File: config.mk
export PLATFORM = sky130hd
export DESIGN_NAME = rcc_calibration_control
export DESIGN_NICKNAME = d
export VERILOG_FILES = /design/src/logic/rcc_pkg.sv /design/src/logic/rcc_calibration_control.sv /design/src/logic/rcc_profile_bank.sv
export VERILOG_INCLUDE_DIRS = /design/src /design/src/logic
export SDC_FILE = /design/constraint.sdc
export NUM_CORES = 1
export LEC_CHECK = 0
export ABC_AREA = 1
export BUFFER_PORTS_ARGS = -buffer_cell sky130_fd_sc_hd__buf_2
export CAP_MARGIN = 20
export CORE_UTILIZATION = 35
export CTS_CLUSTER_SIZE = 24
export DETAILED_ROUTE_END_ITERATION = 8
export HOLD_SLACK_MARGIN = 0.08
export PLACE_DENSITY = 0.52
export SETUP_SLACK_MARGIN = 0.1
export SLEW_MARGIN = 0
export SYNTH_ARGS = -nofsm -noshare
export SYNTH_HDL_FRONTEND = slang
export SYNTH_SLANG_ARGS = --single-unit
File: constraint.sdc
create_clock -name clk_sys -period 3.4 [get_ports clk_sys]
set_clock_uncertainty 0.2 [all_clocks]
set_input_delay 0.17 -clock clk_sys [delete_from_list [all_inputs] [get_ports clk_sys]]
set_output_delay 0.17 -clock clk_sys [all_outputs]
set_load 0.02 [all_outputs]
File: src/logic/rcc_cfg.svh
`ifndef RCC_CFG_SVH
`define RCC_CFG_SVH
// Operation
// upper margin, 8 bits, 1 MHz steps, reset 5; larger raises frequency.
// LC tank margin, 8 bits, 1 MHz steps, reset 0; larger raises frequency.
// full-scale current code, 8 bits, nominal 0x40 gives 4 mA, largest level.
// code is proportional: 0x20 gives 2 mA, 0x10 gives 1 mA.
// host keeps full-scale reduction at 12 dB or less.
// 2-bit target field picks which profile copy takes calibration results.
// four profiles each hold their own mixer tuning and phase bytes.
// writing one to any of six command bits starts calibration.
// command register clears itself at calibration end or forced end.
// done flag bit 0 sets when the controller finishes calibrating.
// done flag clears whenever a new calibration command is written.
// write-only 2-bit operating profile, reset 0, picks profile in use.
// host switches only to profiles already calibrated.
// operating profile also selects that profile's mixer byte copy.
// force-end written high then low stops calibration; host waits 400 ms.
// force-end control reachable only while calibration is running.
// results land only in the target profile copy; others unchanged.

// ==========================================================
// register offsets
`define RCC_ADDR_W        12
`define RCC_UPPER_ADDR    12'h108
`define RCC_TANK_ADDR     12'h109
`define RCC_FS_ADDR       12'h10a
`define RCC_TARGET_ADDR   12'h115
`define RCC_CMD_ADDR      12'h116
`define RCC_DONE_ADDR     12'h117
`define RCC_OPPROF_ADDR   12'h118
`define RCC_FORCE_ADDR    12'h11a
`define RCC_MIX_FIRST     12'h141
`define RCC_MIX_LAST      12'h145

// ==========================================================
// reset values and field masks
`define RCC_UPPER_RST     8'h05
`define RCC_TANK_RST      8'h00
`define RCC_FS_RST        8'h40
`define RCC_PROF_MASK     8'h03
`define RCC_CMD_MASK      8'h3f
`define RCC_DONE_BIT      0
`define RCC_FORCE_BIT     0
`define RCC_MIX0_P0_RST   8'h05
`define RCC_MIX1_P0_RST   8'h15
`define RCC_MIX_MASK0     8'h3f
`define RCC_MIX_MASK1     8'hff
`define RCC_MIX_MASK2     8'h3f
`define RCC_MIX_MASK3     8'hff
`define RCC_MIX_MASK4     8'h03
`define RCC_MIX_ENTRIES   5
`define RCC_PROFILES      4

// ==========================================================
// timing
`define RCC_CLK_MHZ       125
`define RCC_FORCE_WAIT_MS 400
`define RCC_WAIT_W        26
`endif

File: src/logic/rcc_pkg.sv
package rcc_pkg;
  // ==========================================================
  // types
  typedef logic [7:0] rcc_byte_t;
  typedef logic [1:0] rcc_prof_t;
  typedef enum logic [1:0] {
    RCC_IDLE  = 2'b00,
    RCC_RUN   = 2'b01,
    RCC_FORCE = 2'b10
  } rcc_state_t;
endpackage : rcc_pkg

File: src/logic/rcc_calibration_control.sv
`timescale 1ns/10ps
`include "rcc_cfg.svh"
module rcc_calibration_control #(
  parameter int unsigned CAL_TIMEOUT_CYC =
    `RCC_FORCE_WAIT_MS * 1000 * `RCC_CLK_MHZ
) (
  input  wire logic                     clk_sys,
  input  wire logic                     rst_n,
  input  wire logic                     reg_wr,
  input  wire logic                     reg_rd,
  input  wire logic [`RCC_ADDR_W-1:0]   reg_addr,
  input  wire rcc_pkg::rcc_byte_t       reg_wdata,
  output rcc_pkg::rcc_byte_t            reg_rdata,
  output logic                          reg_rvalid,
  input  wire logic                     cal_res_we,
  input  wire logic [2:0]               cal_res_idx,
  input  wire rcc_pkg::rcc_byte_t       cal_res_data,
  input  wire logic                     cal_finish,
  output rcc_pkg::rcc_byte_t            upper_margin_offset,
  output rcc_pkg::rcc_byte_t            tank_margin_offset,
  output rcc_pkg::rcc_byte_t            fullscale_current_scale,
  output rcc_pkg::rcc_prof_t            operating_profile,
  output logic [5:0]                    cal_steps,
  output logic                          cal_running,
  output logic                          cal_overdue,
  output logic [39:0]                   mix_active
);
  import rcc_pkg::*;

  localparam logic [`RCC_WAIT_W-1:0] WAIT_MAX =
    `RCC_WAIT_W'(CAL_TIMEOUT_CYC);

  rcc_state_t            state_reg, state_next;
  rcc_byte_t             upper_reg, upper_next;
  rcc_byte_t             tank_reg, tank_next;
  rcc_byte_t             fs_reg, fs_next;
  rcc_prof_t             target_reg, target_next;
  rcc_prof_t             opprof_reg, opprof_next;
  logic [5:0]            cmd_reg, cmd_next;
  logic                  done_reg, done_next;
  logic [`RCC_WAIT_W-1:0] wait_reg, wait_next;
  logic                  overdue_reg, overdue_next;
  rcc_byte_t             rdata_reg, rdata_next;
  logic                  rvalid_reg;
  rcc_byte_t             bank_rdata;
  logic                  idle, busy, host_ok;
  logic                  wr_upper, wr_tank, wr_fs, wr_target, wr_cmd;
  logic                  wr_done, wr_opprof, wr_force, wr_mix, rd_mix;
  logic [5:0]            cmd_wval;

  // ==========================================================
  // address decode
  assign idle    = (state_reg == RCC_IDLE);
  assign busy    = !idle;
  assign host_ok = reg_wr && idle;   // controller owns the bank while busy
  always_comb begin
    wr_upper  = 1'b0;
    wr_tank   = 1'b0;
    wr_fs     = 1'b0;
    wr_target = 1'b0;
    wr_cmd    = 1'b0;
    wr_done   = 1'b0;
    wr_opprof = 1'b0;
    wr_force  = 1'b0;
    wr_mix    = 1'b0;
    if (reg_addr == `RCC_UPPER_ADDR) wr_upper = host_ok;
    else if (reg_addr == `RCC_TANK_ADDR) wr_tank = host_ok;
    else if (reg_addr == `RCC_FS_ADDR) wr_fs = host_ok;
    else if (reg_addr == `RCC_TARGET_ADDR) wr_target = host_ok;
    else if (reg_addr == `RCC_CMD_ADDR) wr_cmd = host_ok;
    else if (reg_addr == `RCC_DONE_ADDR) wr_done = host_ok;
    else if (reg_addr == `RCC_OPPROF_ADDR) wr_opprof = host_ok;
    else if (reg_addr == `RCC_FORCE_ADDR) wr_force = reg_wr && busy;
    else if (reg_addr >= `RCC_MIX_FIRST && reg_addr <= `RCC_MIX_LAST)
      wr_mix = host_ok;
  end
  assign rd_mix = (reg_addr >= `RCC_MIX_FIRST) &&
                  (reg_addr <= `RCC_MIX_LAST);
  assign cmd_wval = 6'(reg_wdata & `RCC_CMD_MASK);

  // ==========================================================
  // calibration sequencer and its command and done flags
  always_comb begin
    state_next = state_reg;
    cmd_next   = cmd_reg;
    done_next  = done_reg;
    if (wr_done) done_next = reg_wdata[`RCC_DONE_BIT];
    case (state_reg)
      RCC_IDLE: begin
        if (wr_cmd) begin
          cmd_next = cmd_wval;
          if (cmd_wval != 6'h00) begin
            state_next = RCC_RUN;
            done_next  = 1'b0;
          end
        end
      end
      RCC_RUN: begin
        if (cal_finish) begin
          state_next = RCC_IDLE;
          cmd_next   = 6'h00;
          done_next  = 1'b1;
        end else if (wr_force && reg_wdata[`RCC_FORCE_BIT]) begin
          state_next = RCC_FORCE;
        end
      end
      RCC_FORCE: begin
        if (cal_finish) begin
          state_next = RCC_IDLE;
          cmd_next   = 6'h00;
          done_next  = 1'b1;
        end else if (wr_force && !reg_wdata[`RCC_FORCE_BIT]) begin
          state_next = RCC_IDLE;
          cmd_next   = 6'h00;
        end
      end
      default: begin
        state_next = RCC_IDLE;
        cmd_next   = 6'h00;
      end
    endcase
  end

  // plain configuration registers and the overdue watch
  always_comb begin
    upper_next   = wr_upper ? reg_wdata : upper_reg;
    tank_next    = wr_tank ? reg_wdata : tank_reg;
    fs_next      = wr_fs ? reg_wdata : fs_reg;
    target_next  = wr_target ? reg_wdata[1:0] : target_reg;
    opprof_next  = wr_opprof ? reg_wdata[1:0] : opprof_reg;
    wait_next    = '0;
    overdue_next = 1'b0;
    if (busy && state_next != RCC_IDLE) begin
      wait_next    = (wait_reg == WAIT_MAX) ? wait_reg : wait_reg + 1'b1;
      overdue_next = (wait_reg == WAIT_MAX);
    end
  end

  // read path; operating profile is write-only and reads zero
  always_comb begin
    rdata_next = 8'h00;
    if (reg_addr == `RCC_UPPER_ADDR) rdata_next = upper_reg;
    else if (reg_addr == `RCC_TANK_ADDR) rdata_next = tank_reg;
    else if (reg_addr == `RCC_FS_ADDR) rdata_next = fs_reg;
    else if (reg_addr == `RCC_TARGET_ADDR) rdata_next = {6'h00, target_reg};
    else if (reg_addr == `RCC_CMD_ADDR) rdata_next = {2'b00, cmd_reg};
    else if (reg_addr == `RCC_DONE_ADDR) rdata_next = {7'h00, done_reg};
    else if (reg_addr == `RCC_FORCE_ADDR)
      rdata_next = {7'h00, state_reg == RCC_FORCE};
    else if (rd_mix) rdata_next = bank_rdata;
  end

  always_ff @(posedge clk_sys or negedge rst_n) begin
    if (!rst_n) begin
      state_reg   <= RCC_IDLE;
      upper_reg   <= `RCC_UPPER_RST;
      tank_reg    <= `RCC_TANK_RST;
      fs_reg      <= `RCC_FS_RST;
      target_reg  <= 2'h0;
      opprof_reg  <= 2'h0;
      cmd_reg     <= 6'h00;
      done_reg    <= 1'b0;
      wait_reg    <= '0;
      overdue_reg <= 1'b0;
      rdata_reg   <= 8'h00;
      rvalid_reg  <= 1'b0;
    end else begin
      state_reg   <= state_next;
      upper_reg   <= upper_next;
      tank_reg    <= tank_next;
      fs_reg      <= fs_next;
      target_reg  <= target_next;
      opprof_reg  <= opprof_next;
      cmd_reg     <= cmd_next;
      done_reg    <= done_next;
      wait_reg    <= wait_next;
      overdue_reg <= overdue_next;
      rdata_reg   <= reg_rd ? rdata_next : rdata_reg;
      rvalid_reg  <= reg_rd;
    end
  end

  // ==========================================================
  // profile copies of the mixer bytes
  rcc_profile_bank u_bank (
    .clk_sys    (clk_sys),
    .rst_n      (rst_n),
    .host_we    (wr_mix),
    .host_idx   (3'(reg_addr - `RCC_MIX_FIRST)),
    .host_wdata (reg_wdata),
    .cal_we     (cal_res_we && busy),
    .cal_idx    (cal_res_idx),
    .cal_wdata  (cal_res_data),
    .cal_prof   (target_reg),
    .op_prof    (opprof_reg),
    .host_rdata (bank_rdata),
    .mix_active (mix_active)
  );

  // outputs straight from registers; fs code / 16 = feedback mA
  assign upper_margin_offset     = upper_reg;
  assign tank_margin_offset      = tank_reg;
  assign fullscale_current_scale = fs_reg;
  assign operating_profile       = opprof_reg;
  assign cal_steps               = cmd_reg;
  assign cal_running             = state_reg != RCC_IDLE;
  assign cal_overdue             = overdue_reg;
  assign reg_rdata               = rdata_reg;
  assign reg_rvalid              = rvalid_reg;

  // ==========================================================
  // checks
  cal_start_a: assert property (
    @(posedge clk_sys) disable iff (!rst_n)
    (idle && reg_wr && reg_addr == `RCC_CMD_ADDR && reg_wdata[5:0] != 6'h00)
      |=> cal_running && cal_steps == $past(reg_wdata[5:0]))
    else $error("command write did not start calibration");
  cmd_clear_a: assert property (
    @(posedge clk_sys) disable iff (!rst_n)
    (busy && cal_finish) |=> cal_steps == 6'h00 && !cal_running)
    else $error("command not cleared at calibration end");
  done_set_a: assert property (
    @(posedge clk_sys) disable iff (!rst_n)
    (busy && cal_finish) |=> done_reg ##1
      (done_reg || $past(wr_done) || $past(wr_cmd)))
    else $error("done flag not set at calibration end");
  done_clear_a: assert property (
    @(posedge clk_sys) disable iff (!rst_n)
    (idle && reg_wr && reg_addr == `RCC_CMD_ADDR && reg_wdata[5:0] != 6'h00)
      |=> !done_reg)
    else $error("done flag survived a new command");
  force_end_a: assert property (
    @(posedge clk_sys) disable iff (!rst_n)
    (state_reg == RCC_FORCE && wr_force && !reg_wdata[0] && !cal_finish)
      |=> !cal_running && cal_steps == 6'h00 && $stable(done_reg))
    else $error("force-end sequence did not stop calibration");
  force_gate_a: assert property (
    @(posedge clk_sys) disable iff (!rst_n)
    (idle && reg_wr && reg_addr == `RCC_FORCE_ADDR)
      |-> !wr_force ##1 !cal_running)
    else $error("force-end reached while idle");
  target_hold_a: assert property (
    @(posedge clk_sys) disable iff (!rst_n)
    busy |=> $stable(target_reg) || !$past(cal_running))
    else $error("calibration target moved during calibration");
  margin_write_a: assert property (
    @(posedge clk_sys) disable iff (!rst_n)
    (idle && reg_wr && reg_addr == `RCC_UPPER_ADDR)
      |=> upper_margin_offset == $past(reg_wdata))
    else $error("upper margin write lost");
  opprof_write_a: assert property (
    @(posedge clk_sys) disable iff (!rst_n)
    (idle && reg_wr && reg_addr == `RCC_OPPROF_ADDR)
      |=> operating_profile == $past(reg_wdata[1:0]))
    else $error("operating profile write lost");
endmodule : rcc_calibration_control

File: src/logic/rcc_profile_bank.sv
`timescale 1ns/10ps
`include "rcc_cfg.svh"
module rcc_profile_bank (
  input  wire logic            clk_sys,
  input  wire logic            rst_n,
  input  wire logic            host_we,
  input  wire logic [2:0]      host_idx,
  input  wire rcc_pkg::rcc_byte_t host_wdata,
  input  wire logic            cal_we,
  input  wire logic [2:0]      cal_idx,
  input  wire rcc_pkg::rcc_byte_t cal_wdata,
  input  wire rcc_pkg::rcc_prof_t cal_prof,
  input  wire rcc_pkg::rcc_prof_t op_prof,
  output rcc_pkg::rcc_byte_t   host_rdata,
  output logic [39:0]          mix_active
);
  import rcc_pkg::*;

  rcc_byte_t   mem_reg [`RCC_PROFILES][`RCC_MIX_ENTRIES];
  logic [39:0] mix_active_next;

  function automatic rcc_byte_t mix_mask(input int e);
    case (e)
      0:       mix_mask = `RCC_MIX_MASK0;
      1:       mix_mask = `RCC_MIX_MASK1;
      2:       mix_mask = `RCC_MIX_MASK2;
      3:       mix_mask = `RCC_MIX_MASK3;
      default: mix_mask = `RCC_MIX_MASK4;
    endcase
  endfunction : mix_mask

  function automatic rcc_byte_t mix_rst(input int p, input int e);
    if (p == 0 && e == 0) mix_rst = `RCC_MIX0_P0_RST;
    else if (p == 0 && e == 1) mix_rst = `RCC_MIX1_P0_RST;
    else mix_rst = 8'h00;
  endfunction : mix_rst

  // ==========================================================
  // per-profile, per-entry storage
  genvar p, e;
  generate
    for (p = 0; p < `RCC_PROFILES; p++) begin : g_prof
      for (e = 0; e < `RCC_MIX_ENTRIES; e++) begin : g_ent
        rcc_byte_t ent_next;
        // calibration writes only its target copy, host the active one
        always_comb begin
          ent_next = mem_reg[p][e];
          if (cal_we && cal_prof == 2'(p) && cal_idx == 3'(e)) begin
            ent_next = cal_wdata & mix_mask(e);
          end else if (host_we && op_prof == 2'(p) &&
                       host_idx == 3'(e)) begin
            ent_next = host_wdata & mix_mask(e);
          end
        end
        always_ff @(posedge clk_sys or negedge rst_n) begin
          if (!rst_n) mem_reg[p][e] <= mix_rst(p, e);
          else mem_reg[p][e] <= ent_next;
        end
      end
    end
  endgenerate

  // host read port and registered mixer settings of the active profile
  always_comb begin
    host_rdata = 8'h00;
    if (host_idx < 3'(`RCC_MIX_ENTRIES)) begin
      host_rdata = mem_reg[op_prof][host_idx];
    end
    mix_active_next = {mem_reg[op_prof][4], mem_reg[op_prof][3],
                       mem_reg[op_prof][2], mem_reg[op_prof][1],
                       mem_reg[op_prof][0]};
  end

  always_ff @(posedge clk_sys or negedge rst_n) begin
    if (!rst_n) mix_active <= {8'h00, 8'h00, 8'h00,
                               `RCC_MIX1_P0_RST, `RCC_MIX0_P0_RST};
    else mix_active <= mix_active_next;
  end

  cal_isolate_a: assert property (
    @(posedge clk_sys) disable iff (!rst_n)
    (cal_we && !host_we && cal_prof != 2'd0)
      |=> $stable(mem_reg[0][0]) && $stable(mem_reg[0][1]))
    else $error("calibration result reached a non-target profile");
endmodule : rcc_profile_bank

# After elaboration in Yosys (flattened, before gate mapping)
# Index checks and enable logic that the tools add are counted.
dict set report word_totals {
  register_bits 273
  output_inout_bits 83
  elab_cells 278
}
dict set report classes {
  n_addsub 2
  n_lt_le_gt_ge 5
  eq_ne 29
  mux 120
  n_bitwise 2
  n_reduce_logical 87
}
# op count
set ops {}
lappend ops {{$mux W8} 51}
lappend ops {{$eq A12 B9 Y1 const B} 8}
lappend ops {{$bmux W40 S2} 1}
lappend ops {{$mux W40} 2}
lappend ops {{$logic_and A1 B1 Y1} 55}
lappend ops {{$mux W26} 2}
lappend ops {{$mux W1} 50}
lappend ops {{$reduce_bool A2 Y1} 22}
lappend ops {{$add A26 B1 Y26 const B} 1}
lappend ops {{$eq A26 B26 Y1 const B} 1}
lappend ops {{$bmux W8 S3} 1}
lappend ops {{$mux W6} 4}
lappend ops {{$pmux W6 S3} 1}
lappend ops {{$eq A3 B2 Y1 const B} 4}
lappend ops {{$ge A12 B9 Y1 const B} 1}
lappend ops {{$le A12 B9 Y1 const B} 1}
lappend ops {{$mux W2} 6}
lappend ops {{$eq A2 B2 Y1 const B} 5}
lappend ops {{$eq A2 B1 Y1 const B} 3}
lappend ops {{$eq A3 B1 Y1 const B} 2}
lappend ops {{$eq A3 B3 Y1 const B} 2}
lappend ops {{$logic_not A2 Y1} 3}
lappend ops {{$logic_not A3 Y1} 2}
lappend ops {{$pmux W2 S3} 1}
lappend ops {{14 further kinds} 16}

# Longest topological paths before layout
# Gate-level depths: netlist of the first run.
dict set report depth {
  word_depth 18
  mapped_depth 17
}

# Modules after synthesis
# A second synthesis of the first run with hierarchy kept.
dict set report unflattened {
  hier_cells 1515
  area_unflattened_um2 12145.4
}
# mod n_inst cells_per_inst area_per_inst_um2 seq_area_each_um2
set by_module_without_submodules {}
lappend by_module_without_submodules {rcc_profile_bank 1 1006 7797.5 3766.1}
lappend by_module_without_submodules {rcc_calibration_control 1 509 4347.9 1830.5}

# Least setup slack after synthesis of the first run
# No wires, ideal clock.
dict set report synth_path {
  path_kind {input to register}
  startpoint {in reg_addr[0]}
  endpoint {reg tank_reg[5] (netlist: tank_margin_offset[5])}
  setup_time_ns 0.121
  arrival_time_ns 1.951
  t_required_ns 3.079
  path_slack_ns 1.128
  stages 14
  path_buffers 2
  path_cell_list {clkbuf_1 inv_1 ha_1 inv_1 nor2_2 inv_2 nor2_1 nand2_2 inv_2 nor2_1 nand3_1 buf_2 nand2_1 o21ai_1}
}
dict set report synth_via {
  elab_chain_cells 3
  word_cells_on_any_way 4
  cone_classes {eq/ne: 2; mux: 2}
}
# element line_no
set synth_rtl {}
lappend synth_rtl {{start: declaration} rcc_calibration_control.sv:11} ;# input wire logic [`RCC_ADDR_W-1:0] reg_addr,
lappend synth_rtl {{$eq A12 B9 Y1 (no source line)} n/a}
lappend synth_rtl {{$mux W1} rcc_calibration_control.sv:67} ;# else if (reg_addr == `RCC_TANK_ADDR) wr_tank = host_ok;
lappend synth_rtl {{$mux W1 *} rcc_calibration_control.sv:66} ;# if (reg_addr == `RCC_UPPER_ADDR) wr_upper = host_ok;
lappend synth_rtl {{end signal: assignment} rcc_calibration_control.sv:157} ;# tank_reg <= `RCC_TANK_RST;
lappend synth_rtl {{end signal: assignment} rcc_calibration_control.sv:170} ;# tank_reg <= tank_next;
lappend synth_rtl {{end: declaration} rcc_calibration_control.sv:35} ;# rcc_byte_t tank_reg, tank_next;
# Every way passes the cells marked *; elsewhere a longest branch is shown, timed or not.
# A chain may end at the register's enable or synchronous reset.

# Worst setup path in the final report of the first run
dict set report layout_path {
  startpoint {in reg_addr[4]}
  endpoint {reg u_bank.mem_reg[0] (netlist name)}
}
dict set report layout_via {
  elab_chain_cells 14
  word_cells_on_any_way 23
  cone_classes {order compare: 2; eq/ne: 8; mux: 9; reduce/logical: 4}
}
# element line_no
set layout_rtl {}
lappend layout_rtl {{$ge A12 B9 Y1 (no source line) / $le A12 B9 Y1 (equally long branches)} n/a}
lappend layout_rtl {{$logic_and A1 B1 Y1} n/a}
lappend layout_rtl {{$mux W1} rcc_calibration_control.sv:74} ;# else if (reg_addr >= `RCC_MIX_FIRST && reg_addr <= `RCC_MIX_LAST)
lappend layout_rtl {{$mux W1} rcc_calibration_control.sv:73} ;# else if (reg_addr == `RCC_FORCE_ADDR) wr_force = reg_wr && busy;
lappend layout_rtl {{$mux W1} rcc_calibration_control.sv:72} ;# else if (reg_addr == `RCC_OPPROF_ADDR) wr_opprof = host_ok;
lappend layout_rtl {{$mux W1} rcc_calibration_control.sv:71} ;# else if (reg_addr == `RCC_DONE_ADDR) wr_done = host_ok;
lappend layout_rtl {{$mux W1} rcc_calibration_control.sv:70} ;# else if (reg_addr == `RCC_CMD_ADDR) wr_cmd = host_ok;
lappend layout_rtl {{$mux W1} rcc_calibration_control.sv:69} ;# else if (reg_addr == `RCC_TARGET_ADDR) wr_target = host_ok;
lappend layout_rtl {{$mux W1} rcc_calibration_control.sv:68} ;# else if (reg_addr == `RCC_FS_ADDR) wr_fs = host_ok;
lappend layout_rtl {{$mux W1} rcc_calibration_control.sv:67}
lappend layout_rtl {{$mux W1 *} rcc_calibration_control.sv:66}
lappend layout_rtl {{$logic_and A1 B1 Y1 * (2 in series)} rcc_profile_bank.sv:50} ;# end else if (host_we && op_prof == 2'(p) &&
lappend layout_rtl {{$reduce_bool A2 Y1 (no source line) *} n/a}
lappend layout_rtl {{end signal: indexed assignment} rcc_profile_bank.sv:56} ;# if (!rst_n) mem_reg[p][e] <= mix_rst(p, e);
lappend layout_rtl {{end signal: indexed assignment} rcc_profile_bank.sv:57} ;# else mem_reg[p][e] <= ent_next;
lappend layout_rtl {{end: declaration} rcc_profile_bank.sv:19} ;# rcc_byte_t mem_reg [`RCC_PROFILES][`RCC_MIX_ENTRIES];
# Marked as above.

==> out/metrics.cfg, run 1 <==
[status]
status=completed

[global_routing]
grt_first_pass_wirelength_mm=66.0
grt_pass1_vias=11223
gr-usage-all-layers=0.236
grt_max_degree=85
antenna_found_initial=0
grt_overflow=0

[logic_synthesis]
synth_top_cell_by_area=dfrtp_1
syn_inst=1696
synth_edf_count=0
ys_types=44
yosysTopAreaCellShare=0.420
synth_warnings=0
ys_ff_latch=223
synth-seq-area-share=0.447
syn_area_per_cell_um2=7.38
synthArstFlopShare=1.00
synth_area_leaders=dfrtp_1, nand2_1, nand3_1, o21ai_0, inv_1
synth_area_mm2=0.0125
synth_ff_type=dfrtp_1

[sta]
tns_ns=0
maxSlewViolCount=0
rsz0062_at_grt=no
fmax_mhz=318
worst_pin_slew_ns=0.959
finalSetupViolCount=0
fin_crit_ns=3.15
post-route-period-util=0.926
timing.hold.ws_ns=0.107
hold_violations=0
max_slew_margin=0.360

[floorplan]
dieWidth_um=191
design.core.area_mm2=0.0349
pin_count=120
start_util=0.359
die_y_um=191
dieArea_mm2=0.0365
rows=68

[setup_path]
start_kind=primary input
worstSetupPathType=primary input to flip-flop
critPathMaxStageDelay_ns=0.66
end_kind=flip-flop
critPathMaxFanout=9
r2r_cells=9
crit_slowest_cell=dlygate4sd3_1
worstPathArrival_ns=3.38
cp_cell_sequence=dlygate4sd3_1, buf_2, nand2_2, dlygate4sd3_1, nor2_8, nand3_1, inv_1, nor2_4, nand2_8, nor2_8, nand2_1, nand3_1, nand3_1, dlygate4sd3_1
crit_required_ns=3.63

[routing]
drtIter0Drc=968
vias_per_cell=5.13
firstDrtPassIters=5
via_count=11787
antenna_left=0
drcViolationCount=0
wirelength_mm=42.5
avgRoutedWirePerCell_um=18.5

[clock_network]
worstSkewPairLatency_ns=0.55
clock_path_buffers=3
cts-root-buf=clkbuf_16
numCtsBuffers=27
cts_num_sinks=223
tritoncts=built
clk_pin_slew_ns=0.06
h-tree-depth=1
post_cts_buffers=0

[place]
dpl.hpwl_mm=29.4
io_buffer_count=109
placed_cell_area_mm2=0.0135
gp_congestion=0.921

[final_layout]
layout_common_cells=nand2_1, dfrtp_1, nand3_1
diodes=0
area_growth_pct=18.0
largest_register_ffs=120
fin_area_mm2=0.0148
drive_gt1_frac=0.151
fillers=3679
fin_nets=1872
seq_area_mm2=0.00560
layout_commonest_cell=nand2_1
multi_input_area_mm2=0.00612

[power]
leakage_nw=7.94
max-vdd-ir-drop_uv=351
powerDensity_mw_per_mm2=476

[hold_path]
min_path_type=primary input to flip-flop
holdPathStages=6

[job]
cap_viol_max_count=0

-- cells in the mapped netlist, types with 8 or more instances --
library cell  number
buf_2              8
a21oi_1           24
inv_2              9
nand2_2           36
ha_1              12
nor3_1            19
buf_4             15
clkbuf_1          45
o21ai_1           30
nand4_1           26
o21ai_0          142
dfrtp_1          210
xor2_1            16
dfstp_2           13
nand2_1          638
a22oi_1           21
nor2_1            93
inv_1            104
nand3_1          167
-- worst max-delay path, delay by kind of cell --
family | cells | cell delay [ns]
buffers and inverters | 5 | 2.00
AND/OR/NAND/NOR | 9 | 1.21
-- stage by stage --
step,power (mW),util,std cells,worst slack (ns)
floorplan,3.50,-,1705,1.13
global placement,3.92,0.388,2223,0.542
detailed placement,3.92,0.388,2223,0.536
CTS,7.09,0.423,2299,0.319
global route,7.29,0.423,2299,0.121
finish,7.02,0.423,2299,0.253
-- timing repair --
action                                  CTS  global route
endpoints found under the setup margin    0             0
hold buffers                             26             0
resized for setup                         0             0
hold endpoints to repair                248             0
-- cell type report --
cell class / count / area share
clock buffer: 37 / 0.0531
clock inverter: 13 / 0.0121
inverter: 115 / 0.0293
multi-input combinational: 1288 / 0.415
sequential: 223 / 0.379
tap: 455 / 0.0386
timing repair buffer: 168 / 0.0729
-- final timing paths --
path | from | endpoint | slack, ns
worst max-delay path | reg_addr[4] | u_bank.mem_reg[0] | 0.25
worst min-delay path | cal_res_idx[2] | u_bank.mem_reg[1] | 0.11
worst max register to register | state_reg[1] | u_bank.mem_reg[0] | 0.30
worst min register to register | reg_rdata[4] | reg_rdata[4] | 0.28
max in group asynchronous | rst_n | wait_reg[8] | 1.22
min in group asynchronous | rst_n | wait_reg[0] | 0.58
-- layer usage --
layer | track usage | vias to the layer above | part of all wire
li1 | - | 5751 | -
met1 | 0.330 | 5633 | 0.46
met2 | 0.383 | 347 | 0.46
met3 | 0.0248 | 56 | 0.049
met4 | 0.0687 | 0 | 0.027
met5 | 0 | - | 0
-- cell families (layout without fill, tap and decap cells) --
| family | Yosys count | after routing | synth area share |
|---|---|---|---|
| flip-flops | 223 | 223 | 0.447 |
| XOR/XNOR | 18 | 18 | 0.0126 |
| other | 1 | 10 | 0.000300 |
| AND/OR/NAND/NOR | 1013 | 1013 | 0.358 |
| multiplexers | 5 | 5 | 0.00400 |
| buffers and inverters | 194 | 333 | 0.0660 |
| AO/OA/AOI/OAI | 230 | 230 | 0.0999 |
| adder cells (fa/ha/maj) | 12 | 12 | 0.0120 |
-- report_power, final --
part / leakage [nW] / switching (mW) / total [mW] / internal, mW
Combinational: 4.51 / 0.659 / 0.952 / 0.294
Sequential: 2.97 / 0.112 / 2.96 / 2.85
Clock: 0.464 / 1.20 / 3.11 / 1.91
Total: 7.94 / 1.97 / 7.02 / 5.05
No activity file was read; power rests on OpenSTA's default activity.
==> run 2: changes to the inputs <==
Settings changed: CTS_BUF_LIST set to sky130_fd_sc_hd__clkbuf_2, GPL_TIMING_DRIVEN set to 0.
==> out/metrics.cfg, run 2 (synthesized netlist as in run 1, its figures left out) <==
[sta]
maxSlewViolCount=0
max_slew_margin=0.387
rsz0062_at_grt=no
tns_ns=0
post-route-period-util=0.938
finalSetupViolCount=0
hold_violations=0
fin_ws_ns=0.212
worst_pin_slew_ns=0.920
fmax_mhz=314
fin_crit_ns=3.19
timing.hold.ws_ns=0.169

[status]
status=completed

[setup_path]
crit_required_ns=3.94
critPathMaxFanout=3
worstSetupPathType=primary input to flip-flop
worstPathArrival_ns=3.73
critPathMaxStageDelay_ns=0.61
crit_top_cell=dlygate4sd3_1
crit_slowest_cell=dlygate4sd3_1
end_kind=flip-flop
start_kind=primary input
cp_cell_sequence=dlygate4sd3_1, buf_2, nor2_1, dlygate4sd3_1, nand3_1, dlygate4sd3_1, o21ai_0, dlygate4sd3_1, o21ai_0, dlygate4sd3_1, a21oi_1, a21oi_1

[global_routing]
grt_pass1_vias=11931
gr-usage-all-layers=0.251
grt_overflow=0
grt_max_degree=83
antenna_found_initial=1
grt_first_pass_wirelength_mm=69.1

[routing]
wirelength_mm=44.8
avgRoutedWirePerCell_um=18.3
firstDrtPassIters=7
via_count=12612
drcViolationCount=0
antenna_left=0
vias_per_cell=5.14
drtIter0Drc=1091

[floorplan]
dieArea_mm2=0.0365
dieWidth_um=191
die_y_um=191
design.core.area_mm2=0.0349
rows=68
start_util=0.359
pin_count=120

[place]
post-place-ws_ns=-0.404
gp_congestion=0.918
dp.cells=2264
io_buffer_count=102
dpl.hpwl_mm=31.5

[clock_network]
worstSkewPairLatency_ns=0.91
clk_pin_slew_ns=0.09
h-tree-depth=3
numCtsBuffers=67
clock_path_buffers=3
cts-root-buf=clkbuf_2
cts_num_sinks=223
tritoncts=built

[final_layout]
fillers=3666
layout_common_cells=nand2_1, dfrtp_1, nand3_1
largest_register_ffs=120
layout_commonest_cell=nand2_1
fin_nets=2001
seq_area_mm2=0.00560
drive_gt1_frac=0.161
final_cells=2456
multi_input_area_mm2=0.00613
area_growth_pct=20.2

[power]
p_total_mw=6.03
leakage_nw=8.15
max-vdd-ir-drop_uv=186
powerDensity_mw_per_mm2=401

[job]
cap_viol_max_count=0

[hold_path]
min_path_type=primary input to flip-flop

[run 2: path summary, 6_finish.rpt]
| kind | start | end | slack [ns] | cells past startpoint |
|---|---|---|---|---|
| max reg2reg | state_reg[0] | u_bank.mem_reg[74] | 0.29 | 11 |
| min reg2reg | reg_rdata[4] | reg_rdata[4] | 0.28 | 2 |
| min | cal_res_data[7] | u_bank.mem_reg[15] | 0.17 | 6 |
| max | reg_addr[6] | reg_rdata[0] | 0.21 | 12 |
| max in group asynchronous | rst_n | cal_steps[1] | 1.47 | 6 |
| min in group asynchronous | rst_n | cal_overdue | 0.70 | 5 |
[run 2: power breakdown]
group / switching [mW] / total, mW / internal [mW]
combinational: 0.691 / 1.03 / 0.336
clock: 1.25 / 2.07 / 0.823
sequential: 0.0902 / 2.93 / 2.84
total: 2.03 / 6.03 / 4.00
[run 2: stage by stage]
| stage | cell area [um^2] | utilization |
|---|---|---|
| 2_1_floorplan | 12500 | - |
| 3_3_place_gp | 13600 | 0.391 |
| 3_5_place_dp | 13700 | 0.393 |
| 4_1_cts | 15000 | 0.431 |
| 5_1_grt | 15000 | 0.431 |
| 6_report | 15000 | 0.431 |
[run 2: layer usage]
layer	track usage	share of wire	up-vias
li1	-	-	6046
met1	0.336	0.44	6015
met2	0.397	0.45	462
met3	0.0468	0.072	89
met4	0.104	0.036	0
met5	0	0	-
[run 2: area by class of cell]
cell class / instances / share of cell area
repair buffers: 178 / 0.0885
inverters: 115 / 0.0288
well taps: 455 / 0.0378
flip-flops and latches: 223 / 0.372
clock buffers: 95 / 0.0316
plain buffers: 79 / 0.0261
clock inverters: 22 / 0.00740
multi-input cells: 1288 / 0.408
diodes: 1 / 0.000166
[run 2: repair_timing]
action | 4_1_cts | 5_1_grt
gates resized for setup | 0 | 1
hold endpoints to repair | 415 | 0
buffers inserted | 0 | 1
hold buffers | 74 | 0
setup endpoints to repair | 0 | 32
[run 2: worst max-delay path, delay by kind of cell]
kind | cells | cell delay [ns]
AOI/OAI and AO/OA | 4 | 0.45
buffers and inverters | 6 | 2.96
and+or+nand+nor | 2 | 0.15
